### src/rtl/hbi_pkg.sv
// host bus interface package: constants and carrier types
// assumes one system clock at 200 MHz; internal phase is clock divided by two
package hbi_pkg;
  localparam int DATA_W = 8;
  localparam int ADDR_W = 7;
  localparam int DMA_W = 16;
  localparam int CHAN_W = 2;
  localparam int NUM_CHAN = 3;
  localparam int CLK_PERIOD_NS = 5;
  // internal clock is system clock divided by this
  localparam int CLK_DIV = 2;
  // hold-off after end-of-service write, in ns, and as a cycle count
  localparam int EOS_HOLD_NS = 1000;
  localparam int EOS_HOLD_CYC = EOS_HOLD_NS / CLK_PERIOD_NS;
  // map: live-hardware locations, the rest is register RAM
  localparam logic [ADDR_W-1:0] ADR_CHAN_PTR = 7'h68;
  localparam logic [ADDR_W-1:0] ADR_END_SVC = 7'h60;
  localparam logic [ADDR_W-1:0] ADR_SVC_REQ = 7'h67;
  localparam logic [ADDR_W-1:0] ADR_MODEM_IN = 7'h6C;
  localparam logic [ADDR_W-1:0] ADR_VECTOR = 7'h70;
  // addresses at or above this are global, below it are per channel
  localparam logic [ADDR_W-1:0] ADR_GLOBAL_BASE = 7'h40;
  localparam logic [CHAN_W-1:0] CHAN_PARALLEL = 2'h0;
  localparam logic [DATA_W-1:0] RST_DATA = 8'h00;

  typedef enum logic [4:0] {
    ST_IDLE = 5'b00001,
    ST_ADDR = 5'b00010,
    ST_DATA = 5'b00100,
    ST_ACK  = 5'b01000,
    ST_WAIT = 5'b10000
  } hbi_state_t;

  typedef struct packed {
    logic cs_n;
    logic ds_n;
    logic svc_ack_n;
    logic rd_wr_n;
    logic [ADDR_W-1:0] addr;
    logic [DATA_W-1:0] wdata;
  } hbi_req_t;

  typedef struct packed {
    logic [DATA_W-1:0] rdata;
    logic drive;
    logic ack_n;
  } hbi_rsp_t;
endpackage : hbi_pkg

### src/rtl/hbi_clkdiv.sv
// divide-by-two phase generator for the internal clock
// assumes a free-running system clock and async active-low reset
`default_nettype none
module hbi_clkdiv import hbi_pkg::*; #(
  parameter int DIV = CLK_DIV
) (
  input wire logic clk, // system clock
  input wire logic rstn, // async reset, active low
  input wire logic ce, // clock enable
  output logic rise // one-cycle rising edge of divided clock
);
  logic [3:0] cnt_q;
  // the phase counter is four bits wide
  if (DIV < 2 || DIV > 16) begin : g_bad_div
    $error("hbi_clkdiv: DIV out of range");
  end
  always_ff @(posedge clk or negedge rstn) begin
    if (!rstn) begin
      cnt_q <= 4'h0;
    end else if (ce) begin
      cnt_q <= (cnt_q == 4'(DIV - 1)) ? 4'h0 : cnt_q + 4'h1;
    end
  end
  assign rise = ce && (cnt_q == 4'(DIV - 1));
endmodule // hbi_clkdiv
`default_nettype wire

### src/rtl/hbi_host_port.sv
// host cpu bus slave: strobed 8-bit register port with transfer acknowledge
// assumes host inputs synchronous to clk; dma port handled elsewhere
`default_nettype none
// ============================================================
// Functional notes
// - channel pointer picks the channel set later accesses reach
// - channel pointer zero maps channel addresses onto the parallel set
// - internal sequencing runs on system clock divided by two
// - strobes, address, write data sampled on internal clock rising edges
// - detected cycle runs a fixed sequence with predictable capture points
// - acknowledge ends every non-dma cycle, never dma transfers
// - late strobes slip recognition by two full system clock cycles
// - read starts only with select or service-ack low and strobe low, read line high
// - timing starts from the later strobe; one strobe alone does nothing
// - read drives register data then asserts acknowledge
// - cycle holds data and acknowledge until both strobes are removed
// - write uses same strobes with read line low; ack after data taken
// - port has 8-bit data, 7-bit address and 16-bit dma port
// - most addresses are ram; some map to live hardware
// - service-ack read returns vector of acknowledged request type
// - after end-of-service write, next cycle stalls about one microsecond
module hbi_host_port import hbi_pkg::*; #(
  parameter int EOS_CYC = EOS_HOLD_CYC
) (
  input wire logic clk, // system clock, 200 MHz
  input wire logic rstn, // async reset, active low
  input wire logic ce, // clock enable, freezes all state
  input wire hbi_req_t req, // host strobes, address, write data
  input wire logic dma_ack_n, // dma acknowledge, active low
  input wire logic [DMA_W-1:0] dma_in, // dma port input
  input wire logic [DATA_W-1:0] svc_req_in, // live service-request bits
  input wire logic [DATA_W-1:0] modem_in, // live modem pin states
  input wire logic [DATA_W-1:0] vector_in, // vector of acknowledged request
  output hbi_rsp_t rsp, // read data, drive enable, acknowledge
  output logic [CHAN_W-1:0] chan_ptr_q, // current channel pointer
  output logic parallel_sel_q, // channel pointer selects parallel set
  output logic eos_pulse_q // end-of-service write seen
);
  localparam int CNT_W = $clog2(EOS_CYC + 1);
  // every pointer value owns a window, so a stray pointer never
  // aliases the global block; costs one spare window of flops
  localparam int WIN_N = 2 ** CHAN_W;
  localparam int RAM_N = (WIN_N + 1) * 64;
  localparam int IDX_W = $clog2(RAM_N);
  if (EOS_CYC < 1 || EOS_CYC > 65535) begin : g_bad_eos
    $error("hbi_host_port: EOS_CYC out of range");
  end

  // ============================================================
  // internal clock phase
  logic phase_rise;
  hbi_clkdiv #(.DIV(CLK_DIV)) u_div (
    .clk(clk),
    .rstn(rstn),
    .ce(ce),
    .rise(phase_rise)
  );

  // ============================================================
  // request sampling
  // strobes are only looked at on a divided-clock edge, so a request
  // missing one edge waits a full internal period: two system clocks
  logic sel_now, strobes_off;
  assign sel_now = (!req.cs_n || !req.svc_ack_n) && !req.ds_n;
  assign strobes_off = req.cs_n && req.svc_ack_n && req.ds_n;

  hbi_state_t state_q;
  logic [ADDR_W-1:0] addr_q;
  logic [DATA_W-1:0] wdata_q;
  logic is_rd_q, is_svc_q;
  logic [CNT_W-1:0] hold_q;
  logic [DATA_W-1:0] ram_q [RAM_N];
  logic [IDX_W-1:0] ram_idx;

  // global addresses bypass the channel window
  always_comb begin
    if (addr_q >= ADR_GLOBAL_BASE) begin
      ram_idx = IDX_W'(WIN_N * 64) + IDX_W'(addr_q[5:0]);
    end else begin
      ram_idx = IDX_W'({chan_ptr_q, addr_q[5:0]});
    end
  end

  // ============================================================
  // cycle sequencer
  always_ff @(posedge clk or negedge rstn) begin
    if (!rstn) begin
      state_q <= ST_IDLE;
      addr_q <= 7'h00;
      wdata_q <= RST_DATA;
      is_rd_q <= 1'b0;
      is_svc_q <= 1'b0;
    end else if (ce && phase_rise) begin
      case (state_q)
        ST_IDLE: begin
          // dma acknowledge never opens a register cycle
          if (sel_now && dma_ack_n && hold_q == '0) begin
            state_q <= ST_ADDR;
            addr_q <= req.addr;
            is_rd_q <= req.rd_wr_n;
            is_svc_q <= req.cs_n;
          end
        end
        ST_ADDR: begin
          wdata_q <= req.wdata;
          state_q <= ST_DATA;
        end
        ST_DATA: begin
          state_q <= ST_ACK;
        end
        ST_ACK: begin
          if (strobes_off) begin
            state_q <= ST_IDLE;
          end else begin
            state_q <= ST_WAIT;
          end
        end
        ST_WAIT: begin
          if (strobes_off) begin
            state_q <= ST_IDLE;
          end
        end
        default: state_q <= ST_IDLE;
      endcase
    end
  end

  // ============================================================
  // register storage and channel pointer
  always_ff @(posedge clk or negedge rstn) begin
    if (!rstn) begin
      chan_ptr_q <= CHAN_PARALLEL;
      parallel_sel_q <= 1'b1;
      eos_pulse_q <= 1'b0;
    end else if (ce) begin
      eos_pulse_q <= 1'b0;
      if (phase_rise && state_q == ST_DATA && !is_rd_q && !is_svc_q) begin
        if (addr_q == ADR_CHAN_PTR) begin
          chan_ptr_q <= wdata_q[CHAN_W-1:0];
          parallel_sel_q <= (wdata_q[CHAN_W-1:0] == CHAN_PARALLEL);
        end
        if (addr_q == ADR_END_SVC) begin
          eos_pulse_q <= 1'b1;
        end
      end
    end
  end

  always_ff @(posedge clk) begin
    if (ce && phase_rise && state_q == ST_DATA && !is_rd_q && !is_svc_q) begin
      ram_q[ram_idx] <= wdata_q;
    end
  end

  // ============================================================
  // end-of-service hold-off
  always_ff @(posedge clk or negedge rstn) begin
    if (!rstn) begin
      hold_q <= '0;
    end else if (ce) begin
      if (eos_pulse_q) begin
        hold_q <= CNT_W'(EOS_CYC);
      end else if (hold_q != '0) begin
        hold_q <= hold_q - CNT_W'(1);
      end
    end
  end

  // ============================================================
  // read data and acknowledge
  logic [DATA_W-1:0] rd_val;
  always_comb begin
    if (is_svc_q) begin
      rd_val = vector_in;
    end else if (addr_q == ADR_CHAN_PTR) begin
      rd_val = DATA_W'(chan_ptr_q);
    end else if (addr_q == ADR_SVC_REQ) begin
      rd_val = svc_req_in;
    end else if (addr_q == ADR_MODEM_IN) begin
      rd_val = modem_in;
    end else begin
      rd_val = ram_q[ram_idx];
    end
  end

  always_ff @(posedge clk or negedge rstn) begin
    if (!rstn) begin
      rsp.rdata <= RST_DATA;
      rsp.drive <= 1'b0;
      rsp.ack_n <= 1'b1;
    end else if (ce) begin
      if (state_q == ST_DATA && is_rd_q) begin
        rsp.rdata <= rd_val;
        rsp.drive <= 1'b1;
      end else if (state_q == ST_IDLE) begin
        rsp.drive <= 1'b0;
      end
      if (state_q == ST_ACK || state_q == ST_WAIT) begin
        rsp.ack_n <= strobes_off;
      end else begin
        rsp.ack_n <= 1'b1;
      end
      if ((state_q == ST_ACK || state_q == ST_WAIT) && strobes_off) begin
        rsp.drive <= 1'b0;
      end
    end
  end

  // ============================================================
  // checks
  AST_ACK_AFTER_DATA: assert property (
    @(posedge clk) disable iff (!rstn)
    $fell(rsp.ack_n) && is_rd_q |-> rsp.drive)
    else $error("ack without read data driven");
  AST_NO_ACK_IDLE: assert property (
    @(posedge clk) disable iff (!rstn)
    state_q == ST_IDLE && $past(state_q) == ST_IDLE |-> rsp.ack_n)
    else $error("ack outside a cycle");
  AST_HOLD_BLOCKS: assert property (
    @(posedge clk) disable iff (!rstn)
    hold_q != '0 && state_q == ST_IDLE |=> state_q == ST_IDLE)
    else $error("cycle started during hold-off");
  AST_PHASE: assert property (
    @(posedge clk) disable iff (!rstn)
    phase_rise |=> !phase_rise)
    else $error("divided clock edge two cycles running");
  AST_START_NEEDS_BOTH: assert property (
    @(posedge clk) disable iff (!rstn)
    state_q == ST_IDLE ##1 state_q == ST_ADDR |-> $past(sel_now))
    else $error("cycle started with one strobe");
  AST_SEQ: assert property (
    @(posedge clk) disable iff (!rstn)
    $rose(state_q == ST_ADDR) |-> ##2 state_q == ST_DATA ##2 state_q == ST_ACK)
    else $error("sequence timing broken");
  AST_HOLD_TILL_OFF: assert property (
    @(posedge clk) disable iff (!rstn)
    !rsp.ack_n && !strobes_off && ce |=> !rsp.ack_n)
    else $error("ack dropped before strobes removed");
  AST_PTR_ROUTE: assert property (
    @(posedge clk) disable iff (!rstn)
    parallel_sel_q == (chan_ptr_q == CHAN_PARALLEL))
    else $error("parallel select disagrees with pointer");
  AST_PTR_LOAD: assert property (
    @(posedge clk) disable iff (!rstn)
    phase_rise && state_q == ST_DATA && !is_rd_q && !is_svc_q &&
    addr_q == ADR_CHAN_PTR |=> chan_ptr_q == $past(wdata_q[CHAN_W-1:0]))
    else $error("channel pointer write not taken");
  AST_DMA_NO_CYCLE: assert property (
    @(posedge clk) disable iff (!rstn)
    state_q == ST_IDLE && !dma_ack_n |=> state_q == ST_IDLE)
    else $error("dma acknowledge opened a register cycle");
endmodule // hbi_host_port
`default_nettype wire

### config.mk
export PLATFORM = sky130hd
export DESIGN_NAME = hbi_host_port
export DESIGN_NICKNAME = d
export VERILOG_FILES = /design/src/rtl/hbi_pkg.sv /design/src/rtl/hbi_clkdiv.sv /design/src/rtl/hbi_host_port.sv
export SDC_FILE = /design/constraint.sdc
export NUM_CORES = 2
export LEC_CHECK = 0
export ABC_CLOCK_PERIOD_IN_PS = 6620
export BUFFER_PORTS_ARGS = -buffer_cell sky130_fd_sc_hd__buf_2
export CAP_MARGIN = 20
export CORE_MARGIN = 3
export CORE_UTILIZATION = 37
export CTS_CLUSTER_DIAMETER = 60
export DETAILED_ROUTE_END_ITERATION = 10
export PLACE_DENSITY = 0.61
export SYNTH_ARGS = -nofsm -noshare
export SYNTH_HDL_FRONTEND = slang
export SYNTH_SLANG_ARGS = --single-unit
### constraint.sdc
create_clock -name clk -period 6.62 [get_ports clk]
set_input_delay 0.331 -clock clk [delete_from_list [all_inputs] [get_ports clk]]
set_output_delay 0.331 -clock clk [all_outputs]
set_load 0.005 [all_outputs]
==> results.json <==
{
  "coreArea_mm2": 0.2720,
  "drv_cap": 0,
  "ys_async_sr_fraction_pct": 1.841,
  "p_per_area_mw_per_mm2": 376.0,
  "use_met2_pct": 29.57,
  "slew_headroom_pct": 11.15,
  "fin_crit_sh_pct": 76.94,
  "final_hold_viol_count": 0,
  "viasPerCell": 5.791,
  "regArea_mm2": 0.07810,
  "hpwl_um": 160600,
  "h-tree-depth": 5,
  "synth_most_common_cell": "edfxtp_1",
  "path_clk_slew_ns": 0.06,
  "worst_pin_slew_ns": 1.333,
  "utilization_pct": 42.34,
  "yosysSeqAreaShare_pct": 76.80,
  "slew_violations": 0,
  "synth_area_mm2": 0.1016,
  "ff2ff_path_depth": 8,
  "reg2reg_slack_ns": 1.53,
  "synth_top_area_cell": "edfxtp_1",
  "nNetsFinal": 4888,
  "grt-busiest-layer": "met2",
  "synth_cell_type_count": 74,
  "place_inst": 8072,
  "io-pin-count": 77,
  "overflow": 0,
  "cts-resized-gates": 0,
  "worstSetupPathType": "flop to flop",
  "start_kind": "flop",
  "fillerInstances": 23182,
  "yosys.area.top_type_share_pct": 75.61,
  "postRouteWirelength_um": 270300,
  "ys_ff_latch": 2607,
  "synth_flop_cell": "edfxtp_1",
  "critPathArrivalTime_ns": 5.90,
  "grt_antenna_before_repair": 10,
  "wire_per_inst_um": 31.43,
  "fp.dieW_um": 530.1,
  "cts_tree": "built",
  "fmax_ghz": 0.1963,
  "end_kind": "flop",
  "gp_congestion": 0.9114,
  "post-route-drc-count": 0,
  "grt_pass1_vias": 49789,
  "die_h_um": 530.1,
  "status": "completed",
  "row_count": 191,
  "cts.sinks": 2607,
  "grt_pass1_wl_um": 383000,
  "period_minus_slack_ns": 5.094,
  "vias": 49800,
  "r2r-end": "rsp[7]",
  "grt_util_met1_pct": 26.43,
  "min_path_cells": 6,
  "io_buffers": 60,
  "dr.pass1.iters": 6,
  "die-area_mm2": 0.2810,
  "netlist_top_cells_area": "edfxtp_1 (76%), mux4_2 (16%), nor2_1 (1.3%)",
  "crit_required_ns": 7.42,
  "peakVddDrop_v": 0.0002976,
  "synth_nets": 4669,
  "whs_ns": 0.1202,
  "dr.first_iter.drc_count": 6422,
  "ant_nets": 0,
  "cts-root-buf": "clkbuf_16",
  "hold_buffers": 36,
  "final_cells": 8600,
  "synth_common_cells": "edfxtp_1 (2,559), mux4_2 (718), nor2_1 (358)",
  "skew_ns": 0.06715,
  "numCtsBuffers": 283,
  "grt_max_degree": 211,
  "clk_path_buf_depth": 4,
  "setup_tns_ns": 0,
  "crit_path_max_fanout": 35,
  "synth-edff-count": 2559,
  "multi_input_area_mm2": 0.02216,
  "postSynthCellCount": 4605,
  "clk-insertion-delay-late_ns": 0.92,
  "synthToLayoutAreaGrowth_pct": 13.29,
  "gr-usage-met3_pct": 3.816,
  "min_to": "rsp[1]",
  "synth_warnings": 0,
  "holdCritStartpoint": "req[17]",
  "postCtsSetupRepairBufs": 0,
  "start_util_pct": 37.37,
  "holdCritPathClass": "primary input to flop",
  "grtUsageTotal_pct": 19.07,
  "setup_viol": 0,
  "syn_area_per_cell_um2": 22.07,
  "r2r_start": "addr_q[0]",
  "layout-drive-gt1-share_pct": 26.52,
  "p_leak_nw": 35.28,
  "p_total_w": 0.04329,
  "rsz0062_at_grt": "no"
}
[cell type report]
type / count / share of cell area [%]
Timing Repair Buffer: 210 / 1.552
Antenna cell: 11 / 0.02391
Sequential cell: 2607 / 67.83
Multi-Input combinational cell: 1712 / 19.25
Clock buffer: 359 / 6.536
Tap cell: 3570 / 3.880
Clock inverter: 121 / 0.8835
Inverter: 10 / 0.04347
[placed cells by master (no fill, tap or decap), drive strengths merged, types with 18 or more instances in the layout]
cell | Yosys | routed
a22oi | 62 | 62
nor3 | 21 | 21
nand3 | 30 | 30
nand2 | 103 | 103
mux2 | 33 | 33
edfxtp | 2559 | 2559
clkinv | 1 | 91
a21oi | 49 | 49
nor2 | 358 | 358
dlygate4sd3 | 0 | 36
nor2b | 18 | 18
clkbuf | 123 | 359
buf | 153 | 174
dfrtp | 45 | 45
o21ai | 27 | 27
mux4 | 722 | 722
mux2i | 93 | 93
[routing by layer]
metal | wire length, um | share of wire [%] | vias to the layer above
met2 | 126800 | 47 | 2360
li1 | - | - | 19872
met4 | 12130 | 4.5 | 2
met5 | 13 | 0.0048 | -
met3 | 22550 | 8.3 | 548
met1 | 108800 | 40 | 27018
[state kept, by name, summed over array words and instances, names as in the netlist, 2 cells and up]
| register | cells |
|---|---|
| rsp | 10 |
| addr_q | 7 |
| ram_q | 2559 |
| chan_ptr_q | 2 |
| u_div.cnt_q | 4 |
| state_q | 5 |
| wdata_q | 8 |
| hold_q | 8 |
[how the worst max path moves through the flow]
stage | to | startpoint | slack (ns)
3_3_place_gp | ram_q[2][2] | ce | 2.10
3_5_place_dp | ram_q[2][2] | ce | 2.09
2_1_floorplan | ram_q[0][0] | wdata_q[0] | 1.73
6_report | rsp[7] | addr_q[0] | 1.53
4_1_cts | rsp[7] | addr_q[0] | 1.59
5_1_grt | rsp[7] | addr_q[0] | 1.49
[logic make-up after synthesis]
kind of cell	after synthesis	synth area share [%]
simple gates	617	2.668
fa+ha+maj	1	0.01231
buf+inv	286	1.509
flops	2607	76.80
xor+xnor	6	0.05171
compound gates	240	1.665
mux	848	17.30
[per-stage QoR]
step                      area [um^2]  setup WS, ns
final                          115100         1.526
after global routing           115100         1.493
after CTS                      115100         1.592
after detailed placement       106200         2.085
after global placement         106200         2.100
after floorplan                101600         1.733
[power by group]
| group | switching (W) | leakage, nW | internal [W] | total, W |
|---|---|---|---|---|
| Sequential | 0.000552 | 24.3 | 0.0197 | 0.0203 |
| Combinational | 0.00515 | 6.86 | 0.00302 | 0.00817 |
| Clock | 0.00620 | 4.15 | 0.00867 | 0.0149 |
[worst max-delay path: stages, from the launching register on]
cell           delay (ns)
dfrtp_4              0.97
buf_4                0.69
mux4_2               0.64
o2111a_1             0.30
a31oi_1              0.53
o2111ai_1            0.28
o41ai_1              0.70
a21oi_1              0.16
dlygate4sd3_1        0.60
(Power assumes the default switching activity.)
